## src/rtl/pwm_decoder_pkg.sv

```systemverilog
// Shared constants, register map and carrier types for the PWM input decoder
package pwm_decoder_pkg;

  // Timing
  localparam int CLK_PERIOD_NS = 20;
  localparam int DEAD_TIME_NS  = 100;
  localparam int DEAD_CYCLES   = (DEAD_TIME_NS + CLK_PERIOD_NS - 1) / CLK_PERIOD_NS;
  localparam int SYNC_STAGES   = 2;
  localparam int PHASES        = 3;

  // Register map (byte addresses)
  localparam int        ADDR_W      = 4;
  localparam logic [3:0] CTRL_OFFS   = 4'h0;
  localparam logic [3:0] STATUS_OFFS = 4'h4;
  localparam logic [3:0] GATES_OFFS  = 4'h8;

  // Control field layout
  localparam int CTRL_MODE_LSB  = 0;
  localparam int CTRL_ASYNC_BIT = 3;
  localparam int CTRL_EN_LSB    = 4;
  localparam int CTRL_W         = 7;
  localparam logic [6:0] CTRL_RESET = 7'h00;

  // Status field layout
  localparam int STATUS_FAULT_LSB = 0;
  localparam logic [2:0] FAULT_RESET = 3'h0;

  // Bus responses
  localparam logic [1:0] RESP_OKAY   = 2'h0;
  localparam logic [1:0] RESP_SLVERR = 2'h2;

  // Gate-control modes
  typedef enum logic [2:0] {
    MODE_SIX       = 3'h0,
    MODE_THREE_PIN = 3'h1,
    MODE_THREE_REG = 3'h2,
    MODE_SINGLE    = 3'h3
  } pwm_mode_t;

  // Commutation state codes, direction low
  localparam logic [2:0] STEP_STOP   = 3'h0;
  localparam logic [2:0] STEP_ALIGN  = 3'h7;
  localparam logic [2:0] STEP_B_TO_C = 3'h6;
  localparam logic [2:0] STEP_A_TO_C = 3'h4;
  localparam logic [2:0] STEP_A_TO_B = 3'h5;
  localparam logic [2:0] STEP_C_TO_B = 3'h1;
  localparam logic [2:0] STEP_C_TO_A = 3'h3;
  localparam logic [2:0] STEP_B_TO_A = 3'h2;

  // Phase indices
  localparam logic [1:0] PH_A = 2'h0;
  localparam logic [1:0] PH_B = 2'h1;
  localparam logic [1:0] PH_C = 2'h2;

  typedef struct packed {
    logic [2:0] high;
    logic [2:0] low;
  } gate_cmd_t;

  typedef struct packed {
    logic [2:0] drive_enable;
    logic       async_sel;
    logic [2:0] mode;
  } ctrl_t;

endpackage

```

## src/rtl/input_sync.sv

```systemverilog
// Two-stage synchroniser for a bundle of input pins
`timescale 1ns/1ps
module input_sync #(
  parameter int WIDTH = 6
) (
  input  wire logic             aclk,
  input  wire logic             aresetn,
  input  wire logic [WIDTH-1:0] pins,
  output logic      [WIDTH-1:0] pins_sync
);

  logic [WIDTH-1:0] meta_reg;

  // First stage feeds only the second stage
  always_ff @(posedge aclk)
  begin
    if (!aresetn)
    begin
      meta_reg  <= '0;
      pins_sync <= '0;
    end
    else
    begin
      meta_reg  <= pins;
      pins_sync <= meta_reg;
    end
  end

endmodule

```

## src/rtl/gate_dead_time.sv

```systemverilog
// One half-bridge gate pair with optional dead-time insertion
`timescale 1ns/1ps
module gate_dead_time #(
  parameter int DEAD = 5
) (
  input  wire logic aclk,
  input  wire logic aresetn,
  input  wire logic insert_dead,
  input  wire logic hi_req,
  input  wire logic lo_req,
  output logic      hi_out,
  output logic      lo_out
);

  logic [7:0] cnt_reg;
  logic       ready_on;

  assign ready_on = (cnt_reg == 8'h00);

  // With insertion on, a gate turns on only after the opposite gate is off and the gap has elapsed
  always_ff @(posedge aclk)
  begin
    if (!aresetn)
    begin
      hi_out <= 1'b0;
      lo_out <= 1'b0;
    end
    else if (!insert_dead)
    begin
      hi_out <= hi_req;
      lo_out <= lo_req;
    end
    else
    begin
      hi_out <= hi_req & !lo_req & (hi_out | (!lo_out & ready_on));
      lo_out <= lo_req & !hi_req & (lo_out | (!hi_out & ready_on));
    end
  end

  always_ff @(posedge aclk)
  begin
    if (!aresetn || !insert_dead)
      cnt_reg <= 8'h00;
    else if ((hi_out & !(hi_req & !lo_req)) | (lo_out & !(lo_req & !hi_req)))
      cnt_reg <= 8'(DEAD);
    else if (!ready_on)
      cnt_reg <= cnt_reg - 8'h01;
  end

endmodule

```

## src/rtl/three_phase_pwm_input_decoder.sv

```systemverilog
// Three-phase PWM input decoder with AXI4-Lite control and status registers
//
// The AXI4-Lite interface to the registers and the register addresses are this design's own decisions.
`timescale 1ns/1ps
module three_phase_pwm_input_decoder #(
  parameter int DEAD_CYCLES = pwm_decoder_pkg::DEAD_CYCLES
) (
  input  wire logic        aclk,
  input  wire logic        aresetn,
  input  wire logic        awvalid,
  output logic             awready,
  input  wire logic [3:0]  awaddr,
  input  wire logic [2:0]  awprot,
  input  wire logic        wvalid,
  output logic             wready,
  input  wire logic [31:0] wdata,
  input  wire logic [3:0]  wstrb,
  output logic             bvalid,
  input  wire logic        bready,
  output logic [1:0]       bresp,
  input  wire logic        arvalid,
  output logic             arready,
  input  wire logic [3:0]  araddr,
  input  wire logic [2:0]  arprot,
  output logic             rvalid,
  input  wire logic        rready,
  output logic [31:0]      rdata,
  output logic [1:0]       rresp,
  input  wire logic [2:0]  high_side_input,
  input  wire logic [2:0]  low_side_input,
  output logic [2:0]       high_gate_out,
  output logic [2:0]       low_gate_out,
  output logic             shoot_through_fault
);

  localparam int DEAD_BOUND = DEAD_CYCLES + 3;

  pwm_decoder_pkg::ctrl_t     ctrl_reg;
  logic [2:0]                 fault_reg;
  logic [2:0]                 hs_s;
  logic [2:0]                 ls_s;
  pwm_decoder_pkg::gate_cmd_t req;
  pwm_decoder_pkg::gate_cmd_t single_req;
  pwm_decoder_pkg::gate_cmd_t gates;
  logic                       six_mode;
  logic                       single_mode;
  logic [2:0]                 st_hit;

  // Commutation signals
  logic       pwm;
  logic       dir;
  logic       brake_n;
  logic [2:0] code_raw;
  logic [2:0] code_eff;
  logic [1:0] src;
  logic [1:0] snk;
  logic       step_active;

  // Bus state
  logic        aw_held;
  logic        w_held;
  logic [3:0]  aw_addr_reg;
  logic [31:0] w_data_reg;
  logic [3:0]  w_strb_reg;
  logic        do_write;
  logic        fault_clr_hit;
  logic [2:0]  fault_clr;

  // Pins pass through two flops first; gate edges then land on clock edges only
  input_sync #(
    .WIDTH (6)
  ) u_sync (
    .aclk      (aclk),
    .aresetn   (aresetn),
    .pins      ({low_side_input, high_side_input}),
    .pins_sync ({ls_s, hs_s})
  );

  assign six_mode    = (ctrl_reg.mode == pwm_decoder_pkg::MODE_SIX);
  assign single_mode = (ctrl_reg.mode == pwm_decoder_pkg::MODE_SINGLE);

  // Single-PWM pin roles
  assign pwm      = hs_s[0];
  assign code_raw = {ls_s[0], hs_s[1], ls_s[1]};
  assign dir      = hs_s[2];
  assign brake_n  = ls_s[2];

  // Reverse direction inverts every code except stop and align
  always_comb
  begin
    if (dir && code_raw != pwm_decoder_pkg::STEP_STOP &&
        code_raw != pwm_decoder_pkg::STEP_ALIGN)
      code_eff = ~code_raw;
    else
      code_eff = code_raw;
  end

  always_comb
  begin
    src         = pwm_decoder_pkg::PH_A;
    snk         = pwm_decoder_pkg::PH_A;
    step_active = 1'b1;
    case (code_eff)
      pwm_decoder_pkg::STEP_B_TO_C: {src, snk} = {pwm_decoder_pkg::PH_B, pwm_decoder_pkg::PH_C};
      pwm_decoder_pkg::STEP_A_TO_C: {src, snk} = {pwm_decoder_pkg::PH_A, pwm_decoder_pkg::PH_C};
      pwm_decoder_pkg::STEP_A_TO_B: {src, snk} = {pwm_decoder_pkg::PH_A, pwm_decoder_pkg::PH_B};
      pwm_decoder_pkg::STEP_C_TO_B: {src, snk} = {pwm_decoder_pkg::PH_C, pwm_decoder_pkg::PH_B};
      pwm_decoder_pkg::STEP_C_TO_A: {src, snk} = {pwm_decoder_pkg::PH_C, pwm_decoder_pkg::PH_A};
      pwm_decoder_pkg::STEP_B_TO_A: {src, snk} = {pwm_decoder_pkg::PH_B, pwm_decoder_pkg::PH_A};
      default:
        step_active = 1'b0;
    endcase
  end

  always_comb
  begin
    single_req = '0;
    if (!brake_n)
    begin
      single_req.low = 3'h7;
    end
    else if (code_eff == pwm_decoder_pkg::STEP_ALIGN)
    begin
      single_req.high[0] = pwm;
      single_req.low[0]  = !ctrl_reg.async_sel && !pwm;
      single_req.low[1]  = 1'b1;
      single_req.low[2]  = 1'b1;
    end
    else if (step_active)
    begin
      single_req.high[src] = pwm;
      single_req.low[src]  = !ctrl_reg.async_sel && !pwm;
      single_req.low[snk]  = 1'b1;
    end
  end

  assign st_hit = hs_s & ls_s;

  // Mode decode, then the drive-enable mask over every mode
  always_comb
  begin
    req = '0;
    case (ctrl_reg.mode)
      pwm_decoder_pkg::MODE_SIX:
      begin
        req.high = hs_s & ~st_hit;
        req.low  = ls_s & ~st_hit;
      end
      pwm_decoder_pkg::MODE_THREE_PIN:
      begin
        req.high = hs_s & ls_s;
        req.low  = ~hs_s & ls_s;
      end
      pwm_decoder_pkg::MODE_THREE_REG:
      begin
        req.high = hs_s;
        req.low  = ~hs_s;
      end
      pwm_decoder_pkg::MODE_SINGLE:
        req = single_req;
      default:
        req = '0;
    endcase
    req.high = req.high & ctrl_reg.drive_enable;
    req.low  = req.low & ctrl_reg.drive_enable;
  end

  // Outside six-input mode opposite gates never switch without a gap
  genvar g;
  generate
    for (g = 0; g < pwm_decoder_pkg::PHASES; g++)
    begin : g_phase
      gate_dead_time #(
        .DEAD (DEAD_CYCLES)
      ) u_dead (
        .aclk        (aclk),
        .aresetn     (aresetn),
        .insert_dead (!six_mode),
        .hi_req      (req.high[g]),
        .lo_req      (req.low[g]),
        .hi_out      (gates.high[g]),
        .lo_out      (gates.low[g])
      );
    end
  endgenerate

  assign high_gate_out       = gates.high;
  assign low_gate_out        = gates.low;
  assign shoot_through_fault = |fault_reg;

  // Write channel: address and data taken in either order
  assign awready  = !aw_held && !bvalid;
  assign wready   = !w_held && !bvalid;
  assign do_write = aw_held && w_held && !bvalid;

  always_ff @(posedge aclk)
  begin
    if (!aresetn)
    begin
      aw_held     <= 1'b0;
      aw_addr_reg <= 4'h0;
    end
    else if (awvalid && awready)
    begin
      aw_held     <= 1'b1;
      aw_addr_reg <= awaddr;
    end
    else if (do_write)
      aw_held <= 1'b0;
  end

  always_ff @(posedge aclk)
  begin
    if (!aresetn)
    begin
      w_held     <= 1'b0;
      w_data_reg <= 32'h0000_0000;
      w_strb_reg <= 4'h0;
    end
    else if (wvalid && wready)
    begin
      w_held     <= 1'b1;
      w_data_reg <= wdata;
      w_strb_reg <= wstrb;
    end
    else if (do_write)
      w_held <= 1'b0;
  end

  always_ff @(posedge aclk)
  begin
    if (!aresetn)
    begin
      bvalid <= 1'b0;
      bresp  <= pwm_decoder_pkg::RESP_OKAY;
    end
    else if (do_write)
    begin
      bvalid <= 1'b1;
      if (aw_addr_reg == pwm_decoder_pkg::CTRL_OFFS ||
          aw_addr_reg == pwm_decoder_pkg::STATUS_OFFS ||
          aw_addr_reg == pwm_decoder_pkg::GATES_OFFS)
        bresp <= pwm_decoder_pkg::RESP_OKAY;
      else
        bresp <= pwm_decoder_pkg::RESP_SLVERR;
    end
    else if (bready)
      bvalid <= 1'b0;
  end

  always_ff @(posedge aclk)
  begin
    if (!aresetn)
      ctrl_reg <= pwm_decoder_pkg::ctrl_t'(pwm_decoder_pkg::CTRL_RESET);
    else if (do_write && w_strb_reg[0] && aw_addr_reg == pwm_decoder_pkg::CTRL_OFFS)
      ctrl_reg <= pwm_decoder_pkg::ctrl_t'(w_data_reg[pwm_decoder_pkg::CTRL_W-1:0]);
  end

  // Write one to clear; a fresh fault in the same cycle stays set
  assign fault_clr_hit = do_write && w_strb_reg[0] &&
                         aw_addr_reg == pwm_decoder_pkg::STATUS_OFFS;
  assign fault_clr     = fault_clr_hit ? w_data_reg[2:0] : 3'h0;

  always_ff @(posedge aclk)
  begin
    if (!aresetn)
      fault_reg <= pwm_decoder_pkg::FAULT_RESET;
    else
      fault_reg <= (fault_reg & ~fault_clr) | (six_mode ? st_hit : 3'h0);
  end

  // Read channel
  assign arready = !rvalid;

  always_ff @(posedge aclk)
  begin
    if (!aresetn)
    begin
      rvalid <= 1'b0;
      rdata  <= 32'h0000_0000;
      rresp  <= pwm_decoder_pkg::RESP_OKAY;
    end
    else if (arvalid && arready)
    begin
      rvalid <= 1'b1;
      rresp  <= pwm_decoder_pkg::RESP_OKAY;
      case (araddr)
        pwm_decoder_pkg::CTRL_OFFS:
          rdata <= {25'h0, ctrl_reg};
        pwm_decoder_pkg::STATUS_OFFS:
          rdata <= {29'h0, fault_reg};
        pwm_decoder_pkg::GATES_OFFS:
          rdata <= {26'h0, gates};
        default:
        begin
          rdata <= 32'h0000_0000;
          rresp <= pwm_decoder_pkg::RESP_SLVERR;
        end
      endcase
    end
    else if (rready)
      rvalid <= 1'b0;
  end
endmodule

```

## config.mk

```make
export PLATFORM = sky130hd
export DESIGN_NAME = three_phase_pwm_input_decoder
export DESIGN_NICKNAME = d
export VERILOG_FILES = /design/src/rtl/pwm_decoder_pkg.sv /design/src/rtl/input_sync.sv /design/src/rtl/gate_dead_time.sv /design/src/rtl/three_phase_pwm_input_decoder.sv
export SDC_FILE = /design/constraint.sdc
export NUM_CORES = 1
export LEC_CHECK = 0
export ABC_CLOCK_PERIOD_IN_PS = 2700
export BUFFER_PORTS_ARGS = -buffer_cell sky130_fd_sc_hd__buf_2
export CORE_AREA = 2 2 75 130
export CTS_BUF_LIST = sky130_fd_sc_hd__clkbuf_4 sky130_fd_sc_hd__clkbuf_8
export CTS_CLUSTER_DIAMETER = 80
export DETAILED_ROUTE_END_ITERATION = 10
export DIE_AREA = 0 0 77 132
export PLACE_DENSITY = 0.67
export SETUP_SLACK_MARGIN = 0.02
export SYNTH_ARGS = -nofsm -noshare
export SYNTH_HDL_FRONTEND = slang
export SYNTH_SLANG_ARGS = --single-unit
```

## constraint.sdc

```tcl
create_clock -name aclk -period 2.7 [get_ports aclk]
set_clock_uncertainty 0.1 [all_clocks]
set_input_delay 0.81 -clock aclk [delete_from_list [all_inputs] [get_ports aclk]]
set_output_delay 0.81 -clock aclk [all_outputs]
set_load 0.05 [all_outputs]
```

==> summary.md, run 1 <==
| Metric | Value |
|---|---|
| Final Power | `2.48 mW` |
| Die ar. | `10,200 um2` |
| Hold Path Class | `reg2reg` |
| Top_reg_cell synth | `dfxtp_1` |
| Top cell type by total area after synthesis | `dfxtp_1` |
| GR Util All Layers | `16.0%` |
| IO buf count | `49` |
| Insertion delay to the later sink of the worst-skew pair | `0.36 ns` |
| Netlist area before placement | `3820 um2` |
| CTS tree | `built` |
| Setup TNS | `0 ns` |
| DR vias/cell | `5.16` |
| Clock buffer depth | `2` |
| Hold Path Stages | `1` |
| # clock sinks | `77` |
| Routability cong. | `0.930` |
| Initial antenna violation count | `0` |
| Avg WL per Cell | `12.9 um` |
| Pwr dens | `581 nW/um2` |
| Max Cap Viol | `0` |
| Pre-Repair DR Iteration Count | `4` |
| Flop and latch count out of synthesis | `77` |
| Mapped Cells | `449` |
| H-tree depth | `3` |
| Period utilization | `84.7%` |
| Clock buffer count from CTS | `9` |
| Worst EP required | `2.85 ns` |
| Yosys Warn Count | `0` |
| Crit path capture type | `flip-flop` |
| ANT cells | `0` |
| Startpoint Class | `flip-flop` |
| Final Net Count | `553` |
| Starting Density | `42.0%` |
| Reg2Reg Setup Slack | `0.41 ns` |
| FF/Latch Area | `1540 um2` |
| Multi-input gate area | `2000 um2` |
| First-pass GRT wire length | `13.2 mm` |
| Critical path class | `reg2reg` |
| Max frequency | `437 MHz` |
| Core Area | `9090 um2` |
| Critical Path Sink | `g_phase[0].u_dead.hi_out$_SDFF_PN0_` |
| Largest net degree at the start of global routing | `39` |
| Layout area overhead | `11.7%` |
| # setup viols final | `0` |
| # rows | `46` |
| Number of flip-flops under the largest register name | `24` |
| Root Driver | `clkbuf_8` |
| Distinct cells, synth | `56` |
| Pins Over Slew Limit | `0` |
| Crit path launch | `g_phase[0].u_dead.cnt_reg[0]$_SDFFE_PP0P_` |
| Worst-case reg-to-reg path depth | `7` |
| Worst EP arrival | `2.44 ns` |
| Vias in the first global route | `2,985` |
| Post-synth EDFFs | `0` |
| Post-CTS sizing | `0` |
| Final hold slack | `0.333 ns` |
| Seq/Total Area, Yosys | `40.3%` |
| Leak | `1.70 nW` |
| Peak VDD IR | `0.497 mV` |
| Reg-to-reg critical path endpoint | `g_phase[0].u_dead.hi_out$_SDFF_PN0_` |
| Overflow after GRT | `0` |
| Number of fill cells in the layout | `939` |
| Final Hold Viols | `0` |
| CP Max Fanout | `7` |
| Initial DRC Count | `93` |
| Slew HR | `50.2%` |
| Reg clk slew, reported paths | `0.07 ns` |
| Layout Cells excl Fill | `612` |
| I/O pin cnt | `111` |
| Crit Reg-Reg Startpoint | `g_phase[0].u_dead.cnt_reg[0]$_SDFFE_PP0P_` |
| Final ANT Viol Nets | `0` |
| Area contributors post-synth | `dfxtp_1 (40%), buf_4 (6.5%), mux2i_1 (4.7%)` |
| Worst-Margin Slew | `0.740 ns` |
| Die height | `132 um` |
| # hold bufs at CTS | `0` |
| DR vias | `3,159` |
| Final wirelength | `7.89 mm` |
| Fin crit period | `2.29 ns` |
| Placed Cells | `596` |
| Post-CTS Setup Bufs | `0` |
| Share of post-route cells with drive strength above 1 | `16.1%` |
| # DRC | `0` |
| Synth top area share | `40.3%` |
| Ys async rst share | `0%` |
| HPWL Detailed | `5.90 mm` |
| Mapped Avg Cell Area | `8.51 um2` |
| RSZ-0062 raised after global routing | `false` |
| Status | `finished clean` |
| DIE WIDTH | `77 um` |
[where the power goes]
group | internal, mW | switching, mW | total, mW
Combinational | 0.0577 | 0.179 | 0.236
Sequential | 1.16 | 0.0240 | 1.19
Clock | 0.639 | 0.418 | 1.06
[placed cells by master, fill, tap and decap left out, types with 4 or more instances in the layout]
master | netlist | routed
inv_1 | 17 | 17
a21oi_1 | 35 | 35
nor2b_1 | 6 | 6
nor3_1 | 25 | 25
o21a_1 | 4 | 4
dfxtp_1 | 77 | 77
nand2_1 | 40 | 40
mux2i_1 | 18 | 18
and2_1 | 17 | 17
clkbuf_8 | 0 | 10
a211oi_1 | 6 | 6
nand2b_1 | 10 | 10
o31ai_1 | 5 | 5
nor2_1 | 43 | 43
nor3b_1 | 6 | 6
nand3b_1 | 4 | 4
a22oi_1 | 4 | 4
o21ai_0 | 8 | 8
xnor2_1 | 12 | 12
conb_1 | 1 | 27
buf_2 | 1 | 49
or4_1 | 5 | 5
[cell families (layout without fill, tap and decap cells)]
| group | count (synthesis) | in the layout | synth area share, % |
|---|---|---|---|
| and+or+nand+nor | 178 | 178 | 24.9 |
| AOI/OAI and AO/OA | 87 | 87 | 14.9 |
| DFF | 77 | 77 | 40.3 |
| buffers and inverters | 68 | 85 | 9.95 |
| muxes | 21 | 21 | 5.60 |
| xor gates and xnor gates | 14 | 14 | 3.21 |
| adders and majority gates | 3 | 3 | 0.982 |
| other | 1 | 27 | 0.0981 |
[synth_stat cells, types with 3 or more instances]
library cell	n
o31ai_1	5
nand2b_1	10
ha_1	3
o21ai_0	8
nor2b_1	6
or4_1	5
nand3b_1	4
o21a_1	4
a21oi_1	35
nand3_1	3
nor3b_1	6
inv_1	17
and2_1	17
dfxtp_1	77
buf_4	33
a22oi_1	4
a211oi_1	6
clkbuf_1	16
nor3_1	25
mux2i_1	18
xnor2_1	12
mux2_2	3
nor2_1	43
o211ai_1	3
o22ai_1	3
or3_1	3
nand2_1	40
[through the flow]
stage               util (%)  area (um2)  setup WS [ns]
floorplan                  -        3920          0.471
global placement        44.2        4020          0.479
detailed placement      44.2        4020          0.418
CTS                     46.9        4270          0.409
global route            46.9        4270          0.233
finish                  46.9        4270          0.414
[routing by layer]
metal | global-route usage [%] | vias up | routed length, um
met5 | 0 | - | 0
met4 | 10.4 | 0 | 356
met3 | 4.18 | 21 | 314
met2 | 28.7 | 74 | 4080
met1 | 15.9 | 1475 | 3140
li1 | - | 1589 | -
[layout make-up]
cell class / count / share of cell area, %
multi-input cells: 330 / 46.8
flip-flops and latches: 77 / 36.1
repair buffers: 52 / 6.28
well taps: 120 / 3.52
clock buffers: 10 / 3.23
clock inverters: 6 / 2.55
inverters: 17 / 1.50
[critical path, cell delays in order (launching register included)]
cell     delay (ns)
dfxtp_1        0.35
inv_1          0.07
ha_1           0.18
or3b_2         0.51
nor3b_2        0.43
a21oi_1        0.14
o21ai_0        0.16
nor4b_1        0.25
[how the worst min path moves through the flow]
stage,startpoint,end
after floorplan,u_sync.meta_reg[0]$_SDFF_PN0_,u_sync.pins_sync[0]$_SDFF_PN0_
after global placement,u_sync.meta_reg[0]$_SDFF_PN0_,u_sync.pins_sync[0]$_SDFF_PN0_
after detailed placement,u_sync.meta_reg[5]$_SDFF_PN0_,u_sync.pins_sync[5]$_SDFF_PN0_
after CTS,u_sync.meta_reg[5]$_SDFF_PN0_,u_sync.pins_sync[5]$_SDFF_PN0_
after global routing,u_sync.meta_reg[5]$_SDFF_PN0_,u_sync.pins_sync[5]$_SDFF_PN0_
final,u_sync.meta_reg[5]$_SDFF_PN0_,u_sync.pins_sync[5]$_SDFF_PN0_
No activity file was read; power rests on OpenSTA's default activity.
==> run 2, diff against run 1 <==
ABC_CLOCK_PERIOD_IN_PS = 2300   (was 2700)
clock period = 2.3 ns   (was 2.7 ns; I/O delays follow)
==> run 2 against run 1 <==
Worst hold slack improved by 0.0020 ns. Largest power group unchanged. Critical path type unchanged. Critical path depth unchanged. Combinational power increased by 19%. Total power increased by 14%. Die area unchanged. Via count increased by 0.54%. Global-route usage increased by 0.65 points. Non-clock buffer count increased by 10. Worst setup slack got worse by 0.36 ns.
==> summary.md, run 2 (same netlist as run 1, synthesis figures left out) <==
| Metric | Value |
|---|---|
| Setup TNS | `0 ns` |
| Startpoint Class | `flip-flop` |
| Crit path capture type | `flip-flop` |
| Final wirelength | `8.06 mm` |
| Insertion delay to the later sink of the worst-skew pair | `0.36 ns` |
| Pre-CTS setup slack | `0.0496 ns` |
| IO buf count | `49` |
| First-pass GRT wire length | `13.9 mm` |
| GR Util All Layers | `16.6%` |
| Commonest non-fill, non-tap cell in the layout | `dfxtp_1` |
| Clock buffer depth | `2` |
| # setup viols final | `0` |
| Die ar. | `10,200 um2` |
| Switching pwr | `0.715 mW` |
| Share of post-route cells with drive strength above 1 | `19.3%` |
| # rows | `46` |
| Peak VDD IR | `0.481 mV` |
| Most frequent cells in the layout | `dfxtp_1 (75), buf_2 (49), nor2_1 (43)` |
| Clock power share | `40.8%` |
| Number of flip-flops under the largest register name | `24` |
| Int Power | `2.12 mW` |
| Sw frac | `25.3%` |
| Critical path class | `reg2reg` |
| Leak | `1.75 nW` |
| Initial antenna violation count | `0` |
| Max frequency | `446 MHz` |
| Pins Over Slew Limit | `0` |
| DR vias | `3,176` |
| Max Cap Viol | `0` |
| Vias in the first global route | `3,142` |
| Seq pwr share | `49.2%` |
| M1 WL | `3.16 mm` |
| Period utilization | `97.5%` |
| Starting Density | `42.0%` |
| HPWL Detailed | `6.04 mm` |
| Worst EP required | `2.48 ns` |
| Routed wl met3 | `301 um` |
| Root Driver | `clkbuf_8` |
| Layout area overhead | `14.4%` |
| Reg clk slew, reported paths | `0.08 ns` |
| Final Net Count | `563` |
| Core Area | `9090 um2` |
| Overflow after GRT | `0` |
| Uppermost layer routed | `met4` |
| Pre-Repair DR Iteration Count | `5` |
| RSZ-0062 raised after global routing | `true` |
| Final Hold Viols | `0` |
| Fin crit period | `2.24 ns` |
| # DRC | `0` |
| H-tree depth | `3` |
| Final ANT Viol Nets | `0` |
| Worst EP arrival | `2.42 ns` |
| DR vias/cell | `5.11` |
| Placed Cells | `603` |
| Avg WL per Cell | `13.0 um` |
| Largest net degree at the start of global routing | `39` |
| # clock sinks | `77` |
| Worst Slack Setup Final | `0.0581 ns` |
| Routed wl met2 | `4.36 mm` |
| Layout Cells excl Fill | `622` |
| Initial DRC Count | `133` |
| ANT cells | `0` |
| Clock buffer count from CTS | `9` |
| Status | `finished clean` |
| Routability cong. | `0.909` |
| CP Max Fanout | `4` |
| Pwr dens | `648 nW/um2` |
| CTS tree | `built` |
| Hold Path Class | `reg2reg` |
| Die height | `132 um` |
| DIE WIDTH | `77 um` |
| Logic gate share of total power | `10.0%` |
| Number of fill cells in the layout | `914` |
| I/O pin cnt | `111` |
==> run 2: cell types whose count changed in the layout (fill, tap and decap cells not counted), moves of 2 or more <==
cell and change:
dfxtp_2 +2, clkinv_2 -2, inv_2 +2, inv_1 -2, buf_4 +10, dfxtp_1 -2, clkbuf_4 +3
==> run 2: worst max-delay path, cell delays in order (launching register included) <==
cell	delay, ns
dfxtp_2	0.34
inv_2	0.06
ha_4	0.12
or4b_4	0.48
or4_4	0.44
o21ba_4	0.21
o31ai_4	0.20
nor4b_4	0.20
==> run 2: per-layer routing <==
metal | vias up | global-route usage (%)
met5 | - | 0
met4 | 0 | 8.43
met3 | 16 | 3.42
met2 | 67 | 31.5
met1 | 1484 | 16.8
li1 | 1609 | -
==> run 2: cell type report <==
type                    count  area (um2)  area share [%]
inverters                  17        63.8            1.46
clock buffers              13         160            3.66
well taps                 120         150            3.44
multi-input cells         330        2040            46.7
repair buffers             62         343            7.84
flip-flops and latches     77        1540            35.3
clock inverters             3        68.8            1.57
==> run 2: path summary, 6_finish.rpt <==
path	start	to	slack, ns	cells after the start
worst max-delay path	g_phase[2].u_dead.cnt_reg[1]$_SDFFE_PP0P_	g_phase[2].u_dead.hi_out$_SDFF_PN0_	0.06	7
worst min register to register	u_sync.meta_reg[2]$_SDFF_PN0_	u_sync.pins_sync[2]$_SDFF_PN0_	0.34	1
worst min-delay path	u_sync.meta_reg[2]$_SDFF_PN0_	u_sync.pins_sync[2]$_SDFF_PN0_	0.34	1
worst max register to register	g_phase[2].u_dead.cnt_reg[1]$_SDFFE_PP0P_	g_phase[2].u_dead.hi_out$_SDFF_PN0_	0.06	7
==> run 2: repair_timing <==
action | CTS | global route
hold buffers | 0 | 0
resized for setup | 0 | 11
setup endpoints to repair | 0 | 4
endpoints found under the hold margin | 0 | 0
setup buffers | 0 | 3
==> run 2: through the flow <==
step	total power, mW	hold slack [ns]	utilization, %	area (um2)
final	2.83	0.335	48.1	4370
after global routing	2.94	0.349	48.1	4370
after CTS	2.86	0.337	47.3	4300
after detailed placement	1.71	0.320	44.8	4070
after global placement	1.70	0.314	44.8	4070
after floorplan	1.68	0.312	-	3920
==> run 2: power by group through the flow <==
| stage | clock network [mW] | registers [mW] | logic [mW] |
|---|---|---|---|
| global placement | 0 | 1.42 | 0.278 |
| CTS | 1.19 | 1.39 | 0.282 |
| global route | 1.24 | 1.40 | 0.305 |
| finish | 1.16 | 1.39 | 0.282 |
| detailed placement | 0 | 1.42 | 0.282 |
| floorplan | 0 | 1.43 | 0.256 |
